==> config.mk <==
export PLATFORM = sky130hd
export DESIGN_NAME = dhso_top
export DESIGN_NICKNAME = d
export VERILOG_FILES = /design/src/inc/dhso_pkg.sv /design/src/logic/dhso_top.sv
export VERILOG_INCLUDE_DIRS = /design/src /design/src/inc
export SDC_FILE = /design/constraint.sdc
export NUM_CORES = 2
export LEC_CHECK = 0
export BUFFER_PORTS_ARGS = -buffer_cell sky130_fd_sc_hd__buf_2
export CAP_MARGIN = 20
export CORE_ASPECT_RATIO = 0.9
export CORE_MARGIN = 5
export CORE_UTILIZATION = 45
export CTS_CLUSTER_SIZE = 40
export DETAILED_ROUTE_END_ITERATION = 10
export GPL_ROUTABILITY_DRIVEN = 0
export HOLD_SLACK_MARGIN = 0.03
export PLACE_DENSITY = 0.7
export REMOVE_ABC_BUFFERS = 1
export SETUP_SLACK_MARGIN = 0.1
export SLEW_MARGIN = 20
export SYNTH_ARGS = -nofsm -noshare
export SYNTH_HDL_FRONTEND = slang
export SYNTH_SLANG_ARGS = --single-unit
==> constraint.sdc <==
create_clock -name i_clk -period 12.03 [get_ports i_clk]
set_input_delay 1.203 -clock i_clk [delete_from_list [all_inputs] [get_ports i_clk]]
set_output_delay 1.203 -clock i_clk [all_outputs]
set_load 0.02 [all_outputs]
==> src/inc/dhso_params.svh <==
// Constants of the directional high-set overcurrent block
`ifndef DHSO_PARAMS_SVH
`define DHSO_PARAMS_SVH
`define DHSO_CUR_W        16
`define DHSO_TMR_W        24
`define DHSO_HYST_NUM     8'h5F
`define DHSO_HYST_DEN     8'h64
`define DHSO_REG_ADDR_W   4
`define DHSO_ADDR_CTRL    4'h0
`define DHSO_ADDR_PH_THR  4'h1
`define DHSO_ADDR_GND_THR 4'h2
`define DHSO_ADDR_PH_DLY  4'h3
`define DHSO_ADDR_GND_DLY 4'h4
`define DHSO_ADDR_PH_DRP  4'h5
`define DHSO_ADDR_GND_DRP 4'h6
`define DHSO_ADDR_ALT_SEL 4'h7
`define DHSO_ADDR_STATUS  4'h8
`define DHSO_ADDR_LOW_CUR 4'h9
`define DHSO_CTRL_GND_SRC 0
`define DHSO_CTRL_DIR     1
`define DHSO_CTRL_MC_INST 2
`define DHSO_CTRL_RST     32'h0000_0000
`define DHSO_THR_RST      32'h0000_FFFF
`define DHSO_DLY_RST      32'h0000_0064
`define DHSO_DRP_RST      32'h0000_0000
`define DHSO_LOW_CUR_RST  32'h0000_0000
`endif

==> src/inc/dhso_pkg.sv <==
// Types of the directional high-set overcurrent block
package dhso_pkg;
	typedef enum logic [1:0] {
		DHSO_IDLE  = 2'b00,
		DHSO_PICK  = 2'b01,
		DHSO_HOLD  = 2'b10
	} dhso_state_t;
endpackage : dhso_pkg

==> src/logic/dhso_top.sv <==
// Directional high-set overcurrent decision logic, phase and ground
// Contract
// Ground source: measured or residual, by setting
// Sensitive variant always uses residual current
// Binary or reclose block suppresses trip; code trips phase instant through reclose block if binary block also on
// Unblocking while picked up restarts delay
// Manual close pulse bypasses trip delay
// Pickup needs current over threshold, direction match
// Trip when delay expires while picked up
// Dropout below 95 percent above low current
// Dropout timer holds pickup, delay keeps running
// Dropout expiry clears pickup, resets delay
// Re-exceed cancels dropout, delay continues
// Delay expiry in dropout trips only if exceeded
// Re-exceed after expiry in dropout trips at once
// Manual close instant trips despite binary block
// Reclose instant request trips despite binary block
// High-set elements never inrush restrained
// Alternative setting group switchable at run time
// Separate pickup and trip outputs per element
// Phase pickups ORed into one shared timer
//
// Added by the designer: the address-and-strobe port and the register offsets.
`timescale 1ns/10ps
`include "dhso_params.svh"
module dhso_top #(
	parameter int         CUR_W     = `DHSO_CUR_W,
	parameter int         TMR_W     = `DHSO_TMR_W,
	parameter bit         SENSITIVE = 1'b0
) (
	input  wire logic                       i_clk,
	input  wire logic                       i_rst,
	input  wire logic [CUR_W-1:0]           i_cur_a,
	input  wire logic [CUR_W-1:0]           i_cur_b,
	input  wire logic [CUR_W-1:0]           i_cur_c,
	input  wire logic [CUR_W-1:0]           i_cur_gnd,
	input  wire logic                       i_dir_ph_fwd,
	input  wire logic                       i_dir_gnd_fwd,
	input  wire logic                       i_blk_ph,
	input  wire logic                       i_blk_gnd,
	input  wire logic                       i_ar_blk_ph,
	input  wire logic                       i_ar_blk_gnd,
	input  wire logic                       i_man_close,
	input  wire logic                       i_reclose_instant_high_set,
	input  wire logic                       i_inrush,
	input  wire logic [`DHSO_REG_ADDR_W-1:0] i_addr,
	input  wire logic [31:0]                i_wdata,
	input  wire logic                       i_wr,
	input  wire logic                       i_rd,
	output logic      [31:0]                o_rdata,
	output logic                            o_ph_pickup,
	output logic      [2:0]                 o_ph_phase_pickup,
	output logic                            o_ph_trip,
	output logic                            o_ground_high_set_pickup,
	output logic                            o_ground_high_set_trip
);
	import dhso_pkg::*;

	// ----------------------------------------------------------------
	// Input synchronisers (binary and current pins two flops deep; bus pins unsynchronised)
	// ----------------------------------------------------------------
	logic [10:0] sy1;
	logic [10:0] sy2;
	wire  [10:0] pins = {i_dir_ph_fwd, i_dir_gnd_fwd, i_blk_ph, i_blk_gnd, i_ar_blk_ph,
		i_ar_blk_gnd, i_man_close, i_reclose_instant_high_set, i_inrush, 2'b00};
	always_ff @(posedge i_clk) begin
		if (i_rst) begin
			sy1 <= 11'h000;
			sy2 <= 11'h000;
		end else begin
			sy1 <= pins;
			sy2 <= sy1;
		end
	end
	wire dir_ph   = sy2[10];
	wire dir_gnd  = sy2[9];
	wire blk_bi_p = sy2[8];
	wire blk_bi_g = sy2[7];
	wire blk_ar_p = sy2[6];
	wire blk_ar_g = sy2[5];
	wire mc       = sy2[4];
	wire ar_inst  = sy2[3];
	// Inrush is deliberately unused by high-set elements
	wire inrush_unused = sy2[2];

	logic [CUR_W-1:0] ia;
	logic [CUR_W-1:0] ib;
	logic [CUR_W-1:0] ic;
	logic [CUR_W-1:0] ig;
	logic [CUR_W-1:0] ia_s;
	logic [CUR_W-1:0] ib_s;
	logic [CUR_W-1:0] ic_s;
	logic [CUR_W-1:0] ig_s;
	always_ff @(posedge i_clk) begin
		ia_s <= i_cur_a;
		ib_s <= i_cur_b;
		ic_s <= i_cur_c;
		ig_s <= i_cur_gnd;
		ia   <= ia_s;
		ib   <= ib_s;
		ic   <= ic_s;
		ig   <= ig_s;
	end

	// ----------------------------------------------------------------
	// Registers
	// ----------------------------------------------------------------
	logic [31:0] ctrl;
	logic [31:0] thr [0:1][0:1];
	logic [31:0] dly [0:1][0:1];
	logic [31:0] drp [0:1][0:1];
	logic [1:0]  alt;
	logic [31:0] low_cur;
	wire         wr_alt = i_wr && (i_addr == `DHSO_ADDR_ALT_SEL);
	// Writes land in the group the alternate bit selects; switching is live
	wire         g = alt[1];
	always_ff @(posedge i_clk) begin
		if (i_rst) begin
			ctrl    <= `DHSO_CTRL_RST;
			alt     <= 2'b00;
			low_cur <= `DHSO_LOW_CUR_RST;
			for (int k = 0; k < 2; k++) begin
				for (int e = 0; e < 2; e++) begin
					thr[k][e] <= `DHSO_THR_RST;
					dly[k][e] <= `DHSO_DLY_RST;
					drp[k][e] <= `DHSO_DRP_RST;
				end
			end
		end else if (i_wr) begin
			unique case (i_addr)
				`DHSO_ADDR_CTRL:    ctrl          <= i_wdata;
				`DHSO_ADDR_PH_THR:  thr[g][0]     <= i_wdata;
				`DHSO_ADDR_GND_THR: thr[g][1]     <= i_wdata;
				`DHSO_ADDR_PH_DLY:  dly[g][0]     <= i_wdata;
				`DHSO_ADDR_GND_DLY: dly[g][1]     <= i_wdata;
				`DHSO_ADDR_PH_DRP:  drp[g][0]     <= i_wdata;
				`DHSO_ADDR_GND_DRP: drp[g][1]     <= i_wdata;
				`DHSO_ADDR_ALT_SEL: alt           <= i_wdata[1:0];
				`DHSO_ADDR_LOW_CUR: low_cur       <= i_wdata;
				default:            ctrl          <= ctrl;
			endcase
		end
	end
	wire act = alt[0];
	wire gnd_src_meas = ctrl[`DHSO_CTRL_GND_SRC];
	wire dir_cfg_fwd  = ctrl[`DHSO_CTRL_DIR];
	wire mc_inst_en   = ctrl[`DHSO_CTRL_MC_INST];

	// ----------------------------------------------------------------
	// Measurement
	// ----------------------------------------------------------------
	function automatic logic over(input logic [CUR_W-1:0] cur, input logic [31:0] t);
		over = {16'h0000, cur} > t;
	endfunction
	// Below 95 percent of pickup, or at or below low current
	function automatic logic under(input logic [CUR_W-1:0] cur, input logic [31:0] t,
		input logic [31:0] lo);
		logic [47:0] lhs;
		logic [47:0] rhs;
		lhs = 48'({cur}) * 48'(`DHSO_HYST_DEN);
		rhs = 48'(t) * 48'(`DHSO_HYST_NUM);
		under = (lhs < rhs) || ({16'h0000, cur} <= lo);
	endfunction

	// Residual sum, scaled as a plain sum of magnitudes
	wire [CUR_W+1:0] sum3 = {2'b00, ia} + {2'b00, ib} + {2'b00, ic};
	wire [CUR_W-1:0] resid = (sum3 > {2'b00, {CUR_W{1'b1}}}) ? {CUR_W{1'b1}} : sum3[CUR_W-1:0];
	wire [CUR_W-1:0] i_g_op = (!SENSITIVE && gnd_src_meas) ? ig : resid; // see R1

	wire dir_ok_p = (dir_ph == dir_cfg_fwd);
	wire dir_ok_g = (dir_gnd == dir_cfg_fwd);
	wire [2:0] ph_over = {over(ic, thr[act][0]), over(ib, thr[act][0]), over(ia, thr[act][0])};
	wire [2:0] ph_under = {under(ic, thr[act][0], low_cur), under(ib, thr[act][0], low_cur),
		under(ia, thr[act][0], low_cur)};
	logic [2:0] ph_lat;
	wire [2:0] next_ph_lat = dir_ok_p ? ((ph_lat & ~ph_under) | ph_over) : 3'b000;
	always_ff @(posedge i_clk) begin
		if (i_rst) ph_lat <= 3'b000;
		else       ph_lat <= next_ph_lat;
	end
	logic g_lat;
	wire  next_g_lat = dir_ok_g && ((g_lat && !under(i_g_op, thr[act][1], low_cur))
		|| over(i_g_op, thr[act][1]));
	always_ff @(posedge i_clk) begin
		if (i_rst) g_lat <= 1'b0;
		else       g_lat <= next_g_lat;
	end
	wire [1:0] raw = {g_lat, |ph_lat};

	// ----------------------------------------------------------------
	// Element state machines
	// ----------------------------------------------------------------
	dhso_state_t st [0:1];
	logic [TMR_W-1:0] dcnt [0:1];
	logic [TMR_W-1:0] hcnt [0:1];
	logic [1:0] expd;
	logic [1:0] blk_q;
	logic [1:0] pu;
	logic [1:0] trip;
	wire  [1:0] blk = {blk_bi_g || blk_ar_g, blk_bi_p || blk_ar_p};
	wire  [1:0] bi  = {blk_bi_g, blk_bi_p};
	wire  inst = (mc_inst_en && mc) || ar_inst; // see R14
	for (genvar e = 0; e < 2; e++) begin : g_el
		wire [TMR_W-1:0] dlyv = dly[act][e][TMR_W-1:0];
		wire [TMR_W-1:0] drpv = drp[act][e][TMR_W-1:0];
		wire active   = (st[e] != DHSO_IDLE);
		wire d_done   = active && (dcnt[e] >= dlyv);
		wire h_done   = (st[e] == DHSO_HOLD) && (hcnt[e] >= drpv);
		wire unblk    = blk_q[e] && !blk[e] && active;
		// Instant operation overrides binary block; reclose block holds, except on phase with binary block also on
		wire allowed  = !blk[e] || (inst && !(blk[e] && !bi[e] && blk_ar_p && e == 0)
			&& !(e == 1 && blk_ar_g));
		// A stale expired count must not fire in the unblocking cycle
		wire fire     = raw[e] && !unblk && (d_done || expd[e] || (mc && mc_inst_en)
			|| ar_inst); // see R4
		wire next_trip = fire && allowed; // see R7 see R12
		always_ff @(posedge i_clk) begin
			if (i_rst) begin
				st[e]    <= DHSO_IDLE;
				dcnt[e]  <= '0;
				hcnt[e]  <= '0;
				expd[e]  <= 1'b0;
				blk_q[e] <= 1'b0;
				pu[e]    <= 1'b0;
				trip[e]  <= 1'b0;
			end else begin
				blk_q[e] <= blk[e];
				trip[e]  <= next_trip;
				unique case (st[e])
					DHSO_IDLE: begin
						dcnt[e] <= '0;
						expd[e] <= 1'b0;
						if (raw[e]) st[e] <= DHSO_PICK;
					end
					DHSO_PICK: begin
						if (!raw[e] && drpv != '0) begin
							st[e]   <= DHSO_HOLD;
							hcnt[e] <= '0;
						end else if (!raw[e]) begin
							st[e]   <= DHSO_IDLE;
						end
					end
					DHSO_HOLD: begin
						hcnt[e] <= hcnt[e] + 1'b1;
						if (raw[e]) st[e] <= DHSO_PICK;
						else if (h_done) st[e] <= DHSO_IDLE;
					end
					default: st[e] <= DHSO_IDLE;
				endcase
				if (st[e] != DHSO_IDLE) begin
					if (unblk) begin
						dcnt[e] <= '0;
						expd[e] <= 1'b0;
					end else if (!d_done) dcnt[e] <= dcnt[e] + 1'b1;
					else expd[e] <= 1'b1;
				end
				pu[e] <= next_ph_pu(raw[e], st[e], h_done);
			end
		end
	end

	function automatic logic next_ph_pu(input logic r, input dhso_state_t s, input logic hd);
		next_ph_pu = r || (s == DHSO_PICK) || (s == DHSO_HOLD && !hd);
	endfunction

	// ----------------------------------------------------------------
	// Outputs and read-back
	// ----------------------------------------------------------------
	wire [31:0] status = {24'h000000, 1'b0, ph_lat, trip, pu};
	wire [31:0] rd_mux =
		(i_addr == `DHSO_ADDR_CTRL)    ? ctrl :
		(i_addr == `DHSO_ADDR_PH_THR)  ? thr[g][0] :
		(i_addr == `DHSO_ADDR_GND_THR) ? thr[g][1] :
		(i_addr == `DHSO_ADDR_PH_DLY)  ? dly[g][0] :
		(i_addr == `DHSO_ADDR_GND_DLY) ? dly[g][1] :
		(i_addr == `DHSO_ADDR_PH_DRP)  ? drp[g][0] :
		(i_addr == `DHSO_ADDR_GND_DRP) ? drp[g][1] :
		(i_addr == `DHSO_ADDR_ALT_SEL) ? {30'h00000000, alt} :
		(i_addr == `DHSO_ADDR_STATUS)  ? status :
		(i_addr == `DHSO_ADDR_LOW_CUR) ? low_cur : 32'h0000_0000;
	always_ff @(posedge i_clk) begin
		if (i_rst) begin
			o_rdata                  <= 32'h0000_0000;
			o_ph_pickup              <= 1'b0;
			o_ph_phase_pickup        <= 3'b000;
			o_ph_trip                <= 1'b0;
			o_ground_high_set_pickup <= 1'b0;
			o_ground_high_set_trip   <= 1'b0;
		end else begin
			o_rdata                  <= i_rd ? rd_mux : 32'h0000_0000;
			o_ph_pickup              <= pu[0];
			o_ph_phase_pickup        <= ph_lat;
			o_ph_trip                <= trip[0];
			o_ground_high_set_pickup <= pu[1];
			o_ground_high_set_trip   <= trip[1];
		end
	end

	// ----------------------------------------------------------------
	// Checks
	// ----------------------------------------------------------------
	property p_blocked_no_trip;
		@(posedge i_clk) disable iff (i_rst) (blk[0] && !inst) |=> !trip[0];
	endproperty
	a_blocked_no_trip: assert property (p_blocked_no_trip) else $error("Blocked phase tripped");
	property p_trip_needs_pick;
		@(posedge i_clk) disable iff (i_rst) $rose(trip[1]) |-> $past(raw[1]);
	endproperty
	a_trip_needs_pick: assert property (p_trip_needs_pick) else $error("Trip without pickup");
	property p_unblock_restart;
		@(posedge i_clk) disable iff (i_rst) (g_el[0].unblk) |=> (dcnt[0] == '0);
	endproperty
	a_unblock_restart: assert property (p_unblock_restart) else $error("Delay not restarted");
	property p_hold_keeps_pu;
		@(posedge i_clk) disable iff (i_rst) (st[0] == DHSO_HOLD && !g_el[0].h_done) |=> pu[0];
	endproperty
	a_hold_keeps_pu: assert property (p_hold_keeps_pu) else $error("Hold lost pickup");
	property p_hold_end;
		@(posedge i_clk) disable iff (i_rst)
			(g_el[1].h_done && !raw[1]) |=> (st[1] == DHSO_IDLE) ##1 (dcnt[1] == '0);
	endproperty
	a_hold_end: assert property (p_hold_end) else $error("Dropout end did not reset");
	property p_instant;
		@(posedge i_clk) disable iff (i_rst)
			(mc && mc_inst_en && raw[0] && !blk_ar_p) |=> trip[0];
	endproperty
	a_instant: assert property (p_instant) else $error("Manual close did not trip");
	property p_reclose_inst;
		@(posedge i_clk) disable iff (i_rst) (ar_inst && raw[1] && !blk_ar_g) |=> trip[1];
	endproperty
	a_reclose_inst: assert property (p_reclose_inst) else $error("Reclose instant missed");
	property p_pick_dir;
		@(posedge i_clk) disable iff (i_rst) !dir_ok_g |=> !g_lat;
	endproperty
	a_pick_dir: assert property (p_pick_dir) else $error("Pickup against direction");
endmodule : dhso_top

==> run metrics <==
cts repair resizes=0; CTS Buffer Depth=3; CTS hold repair buffers=0; Sink Count=747; first-pass GRT wire length=250500 um; cell mode on critical path=ha_1; setup TNS=0 ps; Clock Latency Late Sink=700 ps; Yosys reg bits=747; MaxCap Viol Count=0; Setup-failing EPs final=0; Synth Warn #=0; post-synthesis sequential area ratio=35.16%; DRT Pass-1 Iters=8; worst slew pin tran=1172 ps; Power Density=237.7 nW/um2; Buf+Inv Stages, Crit Path=3; Top delay family on crit path=compound AO/OA/AOI/OAI gates; top cells by area, synth=edfxtp_1 (26%), ha_1 (16%), fa_1 (11%); core area=124700 um2; crit-path max FO=16; share of layout cells above drive strength 1=8.025%; Pwr Total=14.67 mW; Critical Path Max Stage Delay=540 ps; Nets=6574; Max Freq=106.4 MHz; total CTS buffers=83; die area=132300 um2; CP Data Arrival Time=10000 ps; Vias=42040; Setup crit end kind=flop; commonest non-fill, non-tap cell in the layout=ha_1; Cell variety after synth=80; Clock Skew=43.38 ps; status=complete, no violations; DIE WIDTH=382.9 um; DP Worst Slack=2811 ps; max-slew violation count=0; Std-Cell Rows=123; CTS tree=yes; Die Y=345.6 um; DRT antenna net count=0; Avg Inst Size Synth=10.45 um2; Layout area overhead=9.578%; Final HPWL DP=123800 um; Leak Pwr=25.68 nW; antenna violations before repair=19; crit start category=flop; synthesized area=56300 um2; Critical Path RT=12630 ps; drc violations=0; drt total wl=167300 um; Cells after Synth=5389; pin count of the biggest net entering global routing=94; initial core utilization=45.17%; WL per Instance=23.39 um; top_reg_cell synth=edfxtp_1; Congestion Overflow GR=0; # IOs=152; non-filler cells, final=7155; Worst-path clk slew=70 ps; post-synth top area cell=edfxtp_1; RSZ-0062 raised after global routing=false; mean number of vias per cell=5.875; Hold Path Class=reg2reg; crit path kind=reg2reg; clock root cell=clkbuf_16; share of the synthesized area in the top cell type=25.81%; Post-synth EDFFs=484; Final Hold Viols=0; Max VDD drop=0.3000 mV; H-tree Lvls=3; Initial DRC Count=4029; fraction of registers with async set/reset=0%; setup bufs post-CTS=0; Final period util=78.11%; WHS=322.0 ps; Inst Count DP=6993; input/output buffers=150; slew margin rel.=21.67%; minimum clock period=9396 ps; vias in the first global route=41180; CP max-delay cell=fa_1; final setup margin=2634 ps; all-layer global routing usage=24.61%; most frequent cells in the layout=ha_1 (712), edfxtp_1 (484), inv_1 (453)
[cell families (layout without fill, tap and decap cells)]
logic type               count (synthesis)  count (layout)  synth area share [%]
buffers and inverters                  678             809                 4.536
flip-flops                             747             747                 35.16
AND/OR/NAND/NOR                       1460            1460                 13.53
other                                    0              10                     0
XOR/XNOR                               201             201                 3.127
AO/OA/AOI/OAI                          936             936                 10.49
multiplexers                           356             356                 6.747
adder cells (fa/ha/maj)               1011            1011                 26.40
[area by class of cell]
class                           instances  area (um2)
Fill cell                           11190       62960
Antenna cell                           10       25.02
Tap cell                             1625        2033
Clock inverter                         43       550.5
Timing Repair Buffer                  204        1171
Clock buffer                          109        2372
Sequential cell                       747       19810
Inverter                              453        1700
Multi-Input combinational cell       3964       34040
[Yosys cell counts, drive strengths merged, types with 16 or more instances]
| cell type | n |
|---|---|
| o31a | 16 |
| xor2 | 99 |
| nor2b | 92 |
| o21a | 31 |
| nand2 | 284 |
| edfxtp | 484 |
| xnor2 | 102 |
| buf | 29 |
| inv | 453 |
| mux2 | 38 |
| and2 | 223 |
| fa | 296 |
| o22ai | 39 |
| nor3 | 45 |
| o21bai | 25 |
| ha | 712 |
| nand2b | 91 |
| nand3 | 75 |
| o211ai | 18 |
| nand4 | 92 |
| a2111oi | 17 |
| nor4 | 16 |
| mux2i | 304 |
| or3 | 72 |
| a211oi | 29 |
| a21oi | 342 |
| dfxtp | 263 |
| a31oi | 19 |
| a22oi | 19 |
| o21ai | 172 |
| clkbuf | 196 |
| a21o | 101 |
| nor2 | 291 |
| and3 | 131 |
[per-stage QoR]
stage / area, um2 / utilization, %
floorplan: 55450 / -
finish: 61700 / 49.49
global route: 61670 / 49.47
global placement: 58740 / 47.12
detailed placement: 58740 / 47.12
CTS: 61670 / 49.47
[layer usage]
layer | up-vias | wire length (um) | track usage (%)
li1 | 19300 | - | -
met1 | 20640 | 69750 | 33.31
met2 | 1762 | 73590 | 37.84
met3 | 322 | 16440 | 6.245
met4 | 8 | 7493 | 9.830
met5 | - | 46 | 0
[flip-flops by register name, indices dropped and copies added, names as in the netlist, 32 cells and up, named ones only]
name and count:
dly 128, drp 128, thr 128, dcnt 48, hcnt 48, ctrl 32
low_cur 32, o_rdata 32
[power breakdown]
part / internal (mW) / switching, mW
clock network: 1.60 / 1.14
logic: 3.72 / 5.26
registers: 2.85 / 0.0972
total: 8.17 / 6.50
[worst paths after layout]
check,depth (start not counted),slack (ps),start,end
setup / recovery,36,2630,ia[1]$_DFF_P_,g_lat$_SDFF_PP0_
hold / removal,0,320,ib_s[0]$_DFF_P_,ib[0]$_DFF_P_
setup reg to reg,36,2630,ia[1]$_DFF_P_,g_lat$_SDFF_PP0_
hold reg to reg,0,320,ib_s[0]$_DFF_P_,ib[0]$_DFF_P_
(Power assumes the default switching activity.)
